[src/cbi_regs.svh]
// timing and field constants for the cpu bus interface
`ifndef CBI_REGS_SVH
`define CBI_REGS_SVH
`define CBI_ADDR_W 24
`define CBI_DATA_W 16
`define CBI_FC_IACK 3'h7
`define CBI_ACK_TIMEOUT 8'hff
`endif

[src/cbi_pkg.sv]
// types for the cpu bus interface
package cbi_pkg;
    typedef enum logic [2:0]
    {
        CBI_IDLE = 3'b000,
        CBI_ADDR = 3'b001,
        CBI_STRB = 3'b010,
        CBI_DONE = 3'b011,
        CBI_GRANT = 3'b100,
        CBI_HALT = 3'b101
    } cbi_state_t;

    // request from the core side
    typedef struct packed
    {
        logic valid;
        logic read;
        logic iack;
        logic [1:0] size_sel;
        logic [2:0] fc;
        logic [23:0] addr;
        logic [15:0] wdata;
    } cbi_req_t;

    // answer to the core side
    typedef struct packed
    {
        logic done;
        logic fault;
        logic autovec;
        logic [15:0] rdata;
    } cbi_rsp_t;

    typedef struct packed
    {
        cbi_state_t st;
        cbi_req_t cur;
        cbi_rsp_t rsp;
        logic as_n;
        logic uds_n;
        logic lds_n;
        logic data_oe_n;
        logic bus_oe_n;
        logic grant_n;
        logic busy;
        logic [2:0] ipl;
        logic [7:0] wait_cnt;
    } cbi_regs_t;
endpackage

[src/cbi_bus_if.sv]
// cpu-side asynchronous bus master: strobes, arbitration, interrupt level
`timescale 1ns/1ps
`include "cbi_regs.svh"
module cbi_bus_if
(
    input wire logic clk_sys,
    input wire logic rst_b,
    input wire cbi_pkg::cbi_req_t core_req,
    output logic core_ready,
    output cbi_pkg::cbi_rsp_t core_rsp,
    input wire logic [2:0] irq_mask,
    output logic [2:0] irq_pending,
    input wire logic width_sel_16,
    input wire logic halt_n,
    input wire logic xfer_ack_n,
    input wire logic bus_fault_n,
    input wire logic auto_vector_req_n,
    input wire logic mastership_request_n,
    output logic mastership_grant_n,
    input wire logic irq_level_bit2_n,
    input wire logic irq_level_bit1_n,
    input wire logic irq_level_bit0_n,
    output logic [23:0] addr_out,
    output logic addr_oe_n,
    output logic [15:0] data_out,
    input wire logic [15:0] data_in,
    output logic data_oe_n,
    output logic addr_strobe_n,
    output logic upper_byte_strobe_n,
    output logic lower_byte_strobe_n,
    output logic read_write,
    output logic space_code_bit2,
    output logic space_code_bit1,
    output logic space_code_bit0
);
    import cbi_pkg::*;

    cbi_regs_t r;
    cbi_regs_t next_r;
    logic [2:0] lvl;
    logic ended;

    // ========================================
    // interrupt level decode
    // three inputs, active low
    assign lvl = ~{irq_level_bit2_n, irq_level_bit1_n, irq_level_bit0_n};
    assign ended = !xfer_ack_n || !bus_fault_n || (r.wait_cnt == `CBI_ACK_TIMEOUT);

    // iack address: level on bits 3..1, all else high
    function automatic logic [23:0] iack_addr(input logic [2:0] l);
        iack_addr = {20'hfffff, l, 1'b1};
    endfunction

    // ========================================
    // next state
    always_comb
    begin
        next_r = r;
        next_r.rsp.done = 1'b0;
        next_r.ipl = (lvl == 3'h7 || lvl > irq_mask) ? lvl : 3'h0;
        case (r.st)
            CBI_IDLE:
            begin
                if (!halt_n)
                    next_r.st = CBI_HALT;
                else if (!mastership_request_n)
                begin
                    next_r.st = CBI_GRANT;
                    next_r.grant_n = 1'b0;
                    next_r.bus_oe_n = 1'b1;
                end
                else if (core_req.valid)
                begin
                    next_r.cur = core_req;
                    if (core_req.iack)
                    begin
                        next_r.cur.addr = iack_addr(core_req.addr[3:1]);
                        next_r.cur.fc = `CBI_FC_IACK;
                    end
                    next_r.bus_oe_n = 1'b0;
                    next_r.busy = 1'b1;
                    next_r.wait_cnt = 8'h00;
                    next_r.st = CBI_ADDR;
                end
            end
            CBI_ADDR:
            begin
                next_r.as_n = 1'b0;
                next_r.data_oe_n = r.cur.read;
                next_r.uds_n = width_sel_16 ? r.cur.size_sel[1] : r.cur.addr[0];
                next_r.lds_n = width_sel_16 ? r.cur.size_sel[0] : 1'b0;
                next_r.st = CBI_STRB;
            end
            CBI_STRB:
            begin
                next_r.wait_cnt = r.wait_cnt + 8'h01;
                if (ended)
                begin
                    next_r.as_n = 1'b1;
                    next_r.uds_n = 1'b1;
                    next_r.lds_n = 1'b1;
                    next_r.data_oe_n = 1'b1;
                    next_r.rsp.done = 1'b1;
                    next_r.rsp.fault = !bus_fault_n || xfer_ack_n;
                    next_r.rsp.autovec = r.cur.iack && !auto_vector_req_n;
                    next_r.rsp.rdata = data_in;
                    next_r.st = CBI_DONE;
                end
            end
            CBI_DONE:
            begin
                next_r.busy = 1'b0;
                next_r.bus_oe_n = 1'b1;
                next_r.st = CBI_IDLE;
            end
            CBI_GRANT:
            begin
                if (mastership_request_n)
                begin
                    next_r.grant_n = 1'b1;
                    next_r.st = CBI_IDLE;
                end
            end
            CBI_HALT:
            begin
                if (halt_n)
                    next_r.st = CBI_IDLE;
            end
            default:
                next_r.st = CBI_IDLE;
        endcase
    end

    // ========================================
    // state register, async low reset
    always_ff @(posedge clk_sys or negedge rst_b)
    begin
        if (!rst_b)
        begin
            r <= '0;
            r.as_n <= 1'b1;
            r.uds_n <= 1'b1;
            r.lds_n <= 1'b1;
            r.data_oe_n <= 1'b1;
            r.bus_oe_n <= 1'b1;
            r.grant_n <= 1'b1;
        end
        else
            r <= next_r;
    end

    // ========================================
    // outputs straight from state
    assign core_ready = !r.busy && r.st == CBI_IDLE;
    assign core_rsp = r.rsp;
    assign irq_pending = r.ipl;
    assign mastership_grant_n = r.grant_n;
    assign addr_out = r.cur.addr;
    assign addr_oe_n = r.bus_oe_n;
    assign data_out = r.cur.wdata;
    assign data_oe_n = r.data_oe_n;
    assign addr_strobe_n = r.as_n;
    assign upper_byte_strobe_n = r.uds_n;
    assign lower_byte_strobe_n = r.lds_n;
    assign read_write = r.cur.read;
    assign {space_code_bit2, space_code_bit1, space_code_bit0} = r.cur.fc;

    // ========================================
    // checks
    a_strobe_addr_valid: assert property (@(posedge clk_sys) disable iff (!rst_b)
        !addr_strobe_n |-> !addr_oe_n)
        else $error("strobe without driven address");
    a_fc_stable: assert property (@(posedge clk_sys) disable iff (!rst_b)
        !addr_strobe_n && !$past(addr_strobe_n) |-> $stable(r.cur.fc))
        else $error("function code moved under strobe");
    a_hold_until_end: assert property (@(posedge clk_sys) disable iff (!rst_b)
        !addr_strobe_n && xfer_ack_n && bus_fault_n && r.wait_cnt != 8'hff
        |=> !addr_strobe_n)
        else $error("strobe dropped early");
    a_ack_ends: assert property (@(posedge clk_sys) disable iff (!rst_b)
        r.st == CBI_STRB && !xfer_ack_n |=> addr_strobe_n && core_rsp.done)
        else $error("ack did not end cycle");
    a_fault_flag: assert property (@(posedge clk_sys) disable iff (!rst_b)
        r.st == CBI_STRB && !bus_fault_n |=> core_rsp.fault)
        else $error("fault not reported");
    a_grant_no_strobe: assert property (@(posedge clk_sys) disable iff (!rst_b)
        !mastership_grant_n |-> addr_strobe_n && addr_oe_n)
        else $error("grant while driving");
    a_nmi_level: assert property (@(posedge clk_sys) disable iff (!rst_b)
        lvl == 3'h7 |=> irq_pending == 3'h7)
        else $error("level seven masked");
    a_iack_addr: assert property (@(posedge clk_sys) disable iff (!rst_b)
        !addr_strobe_n && r.cur.iack |-> addr_out[23:4] == 20'hfffff && addr_out[0])
        else $error("iack address wrong");
    a_halt_idle: assert property (@(posedge clk_sys) disable iff (!rst_b)
        r.st == CBI_HALT |-> addr_strobe_n)
        else $error("strobe while halted");
    c_read: cover property (@(posedge clk_sys) disable iff (!rst_b)
        r.st == CBI_STRB && r.cur.read && !xfer_ack_n);
    c_write: cover property (@(posedge clk_sys) disable iff (!rst_b)
        r.st == CBI_STRB && !r.cur.read && !xfer_ack_n);
    c_fault: cover property (@(posedge clk_sys) disable iff (!rst_b)
        r.st == CBI_STRB && !bus_fault_n);
    c_grant: cover property (@(posedge clk_sys) disable iff (!rst_b) !mastership_grant_n);
endmodule

[config.mk]
export PLATFORM = sky130hd
export DESIGN_NAME = cbi_bus_if
export DESIGN_NICKNAME = d
export VERILOG_FILES = /design/src/cbi_pkg.sv /design/src/cbi_bus_if.sv
export VERILOG_INCLUDE_DIRS = /design/src
export SDC_FILE = /design/constraint.sdc
export NUM_CORES = 1
export LEC_CHECK = 0
export ABC_AREA = 1
export ABC_CLOCK_PERIOD_IN_PS = 2600
export BUFFER_PORTS_ARGS = -buffer_cell sky130_fd_sc_hd__clkbuf_2
export CELL_PAD_IN_SITES_DETAIL_PLACEMENT = 0
export CELL_PAD_IN_SITES_GLOBAL_PLACEMENT = 1
export CORE_MARGIN = 5
export CORE_UTILIZATION = 38
export DETAILED_ROUTE_END_ITERATION = 8
export GPL_TIMING_DRIVEN = 0
export PLACE_DENSITY = 0.87
export SLEW_MARGIN = 20
export SYNTH_ARGS = -nofsm -noshare
export SYNTH_HDL_FRONTEND = slang
export SYNTH_SLANG_ARGS = --single-unit
[constraint.sdc]
create_clock -name clk_sys -period 2.6 [get_ports clk_sys]
set_clock_uncertainty 0.15 [all_clocks]
set_input_delay 0.78 -clock clk_sys [delete_from_list [all_inputs] [get_ports clk_sys]]
set_output_delay 0.78 -clock clk_sys [all_outputs]
set_load 0.01 [all_outputs]
# Word level (Yosys, flattened, before mapping)
# Index checks and enable logic that the tools add are counted.
[op_classes]
n_addsub = 1
multipliers = 0
div_mod_pow = 0
n_lt_le_gt_ge = 1
n_eq_ne = 16
shift = 0
muxes = 28
n_bitwise = 1
n_reduce_logical = 23
[op_table]
columns = ["operator", "n"]
rows = [
  ["$mux W51", 1],
  ["$mux W27", 1],
  ["$mux W8", 3],
  ["$mux W23", 1],
  ["$mux W3", 7],
  ["$reduce_and A4 Y1", 5],
  ["$mux W19", 1],
  ["$pmux W8 S2", 1],
  ["$pmux W3 S5", 1],
  ["$ne A2 B2 Y1 const B", 7],
  ["$eq A3 B3 Y1 const B", 3],
  ["$add A8 B1 Y8 const B", 1],
  ["$eq A8 B8 Y1 const B", 1],
  ["$mux W1", 8],
  ["$pmux W4 S2", 1],
  ["$reduce_bool A2 Y1", 4],
  ["$eq A3 B2 Y1 const B", 2],
  ["$pmux W1 S2", 3],
  ["$logic_not A1 Y1", 4],
  ["$logic_or A1 B1 Y1", 4],
  ["$ne A4 B4 Y1 const B", 1],
  ["$reduce_and A2 Y1", 2],
  ["$eq A3 B1 Y1 const B", 1],
  ["$gt A3 B3 Y1", 1],
  ["5 further kinds", 6],
]
[word_totals]
register_bits = 88
latchBits = 0
mem_bits_rw = 0
mem_bits_ro = 0
out_inout_bits = 73
n_memories = 0

# Depth between registers and ports, before layout
# Gate-level depths: netlist of the first run.
[logic_depth]
word_depth = 5
depth_mapped = 10

# Worst setup path before layout of the first run
# OpenSTA, ideal clock, no wires.
[synth_timing]
kind = "reg-to-output"
startpoint = "register r[85] (netlist bit)"
endpoint = "output port core_ready"
t_arrival_ns = 0.858
required_ns = 1.670
slack_ns = 0.812
stages_incl_launch_ff = 4
n_path_buf = 0
path_cell_list = "dfrtp_1 nor2_2 nand2_1 nor2_1"
[synth_via]
elab_chain_len = 2
[synth_rtl]
columns = ["element", "line", "text"]
rows = [
  ["from (decl)", "cbi_bus_if.sv:38", "cbi_regs_t r;"],
  ["from (signal assigned)", "cbi_bus_if.sv:149", "r <= next_r;"],
  ["$logic_not A3 Y1", "cbi_bus_if.sv:154", "assign core_ready = !r.busy && r.st == CBI_IDLE;"],
  ["$logic_and A1 B1 Y1", "cbi_bus_if.sv:154", ""],
  ["to (decl)", "cbi_bus_if.sv:9", "output logic core_ready,"],
]
# No other way between the ends.

# Final worst setup path of the first run
# Same ends and word-level chain as after synthesis.

==> impl_metrics.json, run 1 <==
{
  "synth_area_leaders": "dfrtp_1 49%, nand2_1 20%, buf_4 11%, o21ai_0 3.9%, dfstp_2 3.8%",
  "area_delta_synth_final_pct": 28.3,
  "dpl.cell_count": 787,
  "drc": 0,
  "wl_per_cell_um": 12.0,
  "maxSlewHeadroom_pct": 55.1,
  "layout.nets": 740,
  "htreeDepth": 3,
  "whs_ps": 325,
  "cp.arrival_ps": 1390,
  "rsz0062_at_grt": "no",
  "syn_avg_cell_area_sq_um": 8.34,
  "root_buffer": "clkbuf_8",
  "die_w_um": 114,
  "worstHoldPathType": "in -> async",
  "cts_tree": "built",
  "ir_worst_vdd_mv": 0.482,
  "vias": 3472,
  "ys.flop_type": "dfrtp_1",
  "fmax_mhz": 431,
  "drive_gt1_share_pct": 38.6,
  "cts_buffer_depth": 2,
  "cts_made_buffers": 9,
  "clock_latency_ps": 340,
  "async_reset_ff_share_pct": 100,
  "yosys_register_bits": 87,
  "finalSetupViolCount": 0,
  "layout_commonest_cell": "nand2_1",
  "antennaDiodeCount": 0,
  "slew_viol_final": 0,
  "cts_resized": 0,
  "dp_worst_setup_slack_ps": 449,
  "clk_pin_slew_ps": 80,
  "synth_cell_type_count": 25,
  "port_buffers": 150,
  "fill_cells": 1085,
  "start_util_pct": 38.6,
  "power.leakage_nw": 3.16,
  "grt_pass1_wl_um": 15800,
  "cts.sinks": 87,
  "finalHoldViolations": 0,
  "worstSetupPathType": "reg -> out",
  "mostFrequentLayoutCells": "220 x nand2_1, 151 x clkbuf_2, 81 x dfrtp_1",
  "postCtsSetupBuffers": 0,
  "drt_wl_total_um": 9600,
  "die_y_um": 114,
  "synth_cells": 497,
  "core_area_sq_um": 10700,
  "cpMaxStageDelayCell": "dfrtp_1",
  "first_pass_iters": 4,
  "startpoint_type": "register",
  "ant_nets": 0,
  "cp.required_ps": 1670,
  "antenna_found_initial": 0,
  "path_cells": "nor2_2 -> nand2_1 -> nor2_1 -> clkbuf_2",
  "pin_count": 151,
  "max_stage_delay_ps": 410,
  "finalWorstSetupSlack_ps": 282,
  "dr.first_iter.drc_count": 119,
  "finalCriticalPeriod_ps": 2320,
  "grt_max_degree": 88,
  "hpwlAfterDp_um": 7220,
  "grt_pass1_vias": 3463,
  "synth-edff-count": 0,
  "seq_area_frac_synth_pct": 52.7,
  "setup_tns_ps": 0,
  "place.gp.congestion": 0.803,
  "finalCritPeriodShare_pct": 89.2,
  "synth_warnings": 0,
  "rows": 38,
  "gr-usage-all-layers_pct": 15.0,
  "drv_cap": 0,
  "run_status": "complete, no violations",
  "syn_nets": 579,
  "cp-end-kind": "output port",
  "yosys.area.top_type": "dfrtp_1",
  "die_area_sq_um": 13100,
  "ctsHoldBuffers": 0,
  "fin_cells": 803,
  "grt-ovfl-total": 0,
  "synth_top_area_share_pct": 48.9,
  "viasPerCell": 4.32,
  "crit_path_max_fanout": 5,
  "power.density_nw_per_um2": 1120,
  "worst_slew_pin_slew_ps": 673,
  "syn_area_sq_um": 4150
}
==> cell type report <==
type,instances,area (sq um),share of cell area [%]
Sequential cell,87,2180,41.1
Multi-Input combinational cell,309,1330,25.0
Timing Repair Buffer,150,759,14.3
Buffer,76,539,10.1
Tap cell,140,175,3.29
Clock buffer,11,131,2.47
Clock inverter,5,106,2.00
Inverter,25,93.8,1.76
==> sequential cells by signal, summed over array words and instances, names as in the netlist, 3 cells and up <==
| signal | cells |
|---|---|
| addr_out | 24 |
| core_rsp | 19 |
| data_out | 16 |
| r | 15 |
| irq_pending | 3 |
==> worst paths after layout <==
path | start | depth (start not counted) | end | slack, ps
setup / recovery | r[85] | 4 | core_ready | 280
hold / removal | rst_b | 1 | data_out[10] | 330
setup reg to reg | r[85] | 7 | data_out[8] | 780
hold reg to reg | addr_oe_n | 2 | addr_oe_n | 330
max in group asynchronous | rst_b | 1 | addr_out[19] | 1510
min in group clk_sys | addr_oe_n | 2 | addr_oe_n | 330
==> power breakdown <==
group	leakage [nW]	internal, mW	switching [mW]
Sequential	1.09	2.00	0.369
Combinational	1.96	1.26	1.23
Clock	0.114	0.643	0.478
==> critical path, delay by kind of cell (launching register included) <==
family                 cells  cell delay [ps]
buffers and inverters      1              150
flip-flops                 1              410
AND/OR/NAND/NOR            3              480
==> per-layer routing <==
metal	GRT usage, %	wire length (um)	up-vias	share of wire, %
met1	20.3	4380	1559	46
li1	-	-	1799	-
met2	23.4	4280	104	45
met3	3.59	793	10	8.3
met5	0	0	-	0
met4	5.54	140	0	1.5
==> cells in the mapped netlist, types with 2 or more instances <==
cell and instances:
ha_1 4, o21ai_0 32, o21ai_1 5, nor2_1 11
inv_1 21, nand3b_1 3, buf_2 9, clkbuf_1 2
or2_2 4, inv_2 4, clkbuf_2 2, dfrtp_1 81
nand2_1 220, a21oi_1 6, nand3_1 17, buf_4 62
dfstp_2 6
==> per-stage QoR <==
step	total power, mW	utilization (%)	area (sq um)
floorplan	4.01	-	4150
global placement	4.85	47.2	5070
detailed placement	4.93	47.3	5080
CTS	6.07	49.5	5320
global route	6.48	49.5	5320
finish	5.98	49.5	5320
==> kinds of logic after synthesis <==
group	Yosys count	synth area share [%]
flops	87	52.7
simple gates	259	25.1
fa+ha+maj	4	1.21
buf+inv	101	15.3
compound gates	46	5.77
No activity file was read; power rests on OpenSTA's default activity.
==> run 2: changes to the inputs <==
--- a/config.mk
+++ b/config.mk
@@ -12,5 +12,4 @@
 export CELL_PAD_IN_SITES_DETAIL_PLACEMENT = 0
 export CELL_PAD_IN_SITES_GLOBAL_PLACEMENT = 1
-export CORE_MARGIN = 5
 export CORE_UTILIZATION = 38
 export DETAILED_ROUTE_END_ITERATION = 8
--- a/constraint.sdc
+++ b/constraint.sdc
@@ -3,3 +3,3 @@
 set_input_delay 0.78 -clock clk_sys [delete_from_list [all_inputs] [get_ports clk_sys]]
 set_output_delay 0.78 -clock clk_sys [all_outputs]
-set_load 0.01 [all_outputs]
+set_load 0.005 [all_outputs]
==> run 2 against run 1 <==
First-iteration DRC count grew 67%; largest cell class unchanged; clock power shrank 26%; non-clock buffer count is the same; hold slack lost 15 ps; sequential cell count is the same; utilization grew 0.62 points; routed wire length shrank 2.8%; maximum frequency shrank 0.26%; combinational power shrank 8.4%; global-route usage grew 2.7 points.
==> impl_metrics.json, run 2 (synthesized netlist as in run 1, its figures left out) <==
{
  "gr-usage-all-layers_pct": 17.7,
  "mostFrequentLayoutCells": "220 x nand2_1, 151 x clkbuf_2, 81 x dfrtp_1",
  "core_area_sq_um": 10500,
  "ctsHoldBuffers": 0,
  "finalWorstSetupSlack_ps": 276,
  "hpwlAfterDp_um": 6940,
  "cts_resized": 0,
  "switchingPower_mw": 1.85,
  "vias": 3508,
  "worst_slew_pin_slew_ps": 693,
  "drv_cap": 0,
  "finalCritPeriodShare_pct": 89.4,
  "wl_per_cell_um": 11.7,
  "layout_commonest_cell": "nand2_1",
  "drive_gt1_share_pct": 38.6,
  "ant_nets": 0,
  "area_delta_synth_final_pct": 26.5,
  "die_y_um": 106,
  "cts_tree": "built",
  "run_status": "complete, no violations",
  "utilization_pct": 50.1,
  "maxSlewHeadroom_pct": 53.8,
  "clock_latency_ps": 350,
  "grt_pass1_vias": 3484,
  "clock_power_share_pct": 15.2,
  "grt_pass1_wl_um": 15800,
  "grt_max_degree": 88,
  "postCtsSetupBuffers": 0,
  "cts_made_buffers": 9,
  "startpoint_type": "register",
  "finalHoldViolations": 0,
  "crit_path_max_fanout": 5,
  "layout.nets": 740,
  "dp_worst_setup_slack_ps": 412,
  "worstSetupPathType": "reg -> out",
  "cts.sinks": 87,
  "dr.first_iter.drc_count": 199,
  "pin_count": 151,
  "first_pass_iters": 4,
  "start_util_pct": 39.6,
  "power.density_nw_per_um2": 1040,
  "power.leakage_nw": 3.13,
  "finalCriticalPeriod_ps": 2320,
  "drc": 0,
  "p_int_mw": 3.63,
  "cp.required_ps": 1670,
  "antenna_found_initial": 0,
  "dpl-instance-area_sq_um": 5070,
  "cp.arrival_ps": 1390,
  "finalSetupViolCount": 0,
  "clk_pin_slew_ps": 80,
  "largest_reg_flops": 24,
  "worstHoldPathType": "in -> async",
  "place.gp.congestion": 0.801,
  "root_buffer": "clkbuf_8",
  "viasPerCell": 4.39,
  "rsz0062_at_grt": "no",
  "htreeDepth": 3,
  "rows": 37,
  "fmax_mhz": 430,
  "p_comb_share_pct": 41.7,
  "cp-end-kind": "output port",
  "drt_wl_total_um": 9330,
  "die_w_um": 106,
  "switching_share_pct": 33.8,
  "grt-ovfl-total": 0,
  "seq_power_share_pct": 43.1,
  "slew_viol_final": 0,
  "ir_worst_vdd_mv": 0.458,
  "fin_area_sq_um": 5240,
  "dpl.cell_count": 783,
  "port_buffers": 150,
  "cts_buffer_depth": 2,
  "antennaDiodeCount": 0,
  "fin_cells": 799,
  "die_area_sq_um": 11300,
  "finalPower_mw": 5.48
}
run 2: cell count changes in the layout (fill, tap and decap cells not counted), sizes merged:
cell,before,now
clkbuf,165,166
inv,26,25
bufinv,3,0
clkinv,0,3
run 2: critical path, cell delays in order, from the launching register on:
cell      delay, ps
dfrtp_1         410
nor2_2          230
nand2_1         170
nor2_1          120
clkbuf_2        120
run 2: cell type report:
class / instances / area, sq um
Multi-Input combinational cell: 309 / 1330
Sequential cell: 87 / 2180
Clock buffer: 12 / 145
Buffer: 76 / 539
Timing Repair Buffer: 150 / 759
Fill cell: 1074 / 5220
Inverter: 25 / 93.8
Clock inverter: 4 / 22.5
Tap cell: 136 / 170
run 2: per-stage QoR:
stage	hold slack, ps	TNS (ps)
final	311	0
after global routing	349	0
after CTS	315	0
after detailed placement	301	0
after global placement	298	-34110
after floorplan	292	0
run 2: routing by layer:
layer	global-route usage (%)	wire length [um]	vias up
met4	6.56	145	0
li1	-	-	1801
met1	22.1	4140	1611
met3	4.78	563	10
met2	29.4	4490	86
met5	0	0	-
run 2: worst paths after layout:
check | from | endpoint | slack (ps) | cells after the start
setup / recovery | r[85] | core_ready | 280 | 4
hold / removal | rst_b | data_out[5] | 310 | 1
setup reg to reg | r[85] | addr_out[11] | 700 | 7
hold reg to reg | mastership_grant_n | mastership_grant_n | 310 | 2
max in group asynchronous | rst_b | data_out[9] | 1480 | 1
min in group clk_sys | mastership_grant_n | mastership_grant_n | 310 | 2
run 2: power groups by stage:
stage	clock network (mW)	logic (mW)	registers, mW
floorplan	0	1.49	2.31
global placement	0	2.27	2.36
detailed placement	0	2.32	2.38
CTS	0.868	2.33	2.36
global route	0.916	2.61	2.44
finish	0.834	2.28	2.36
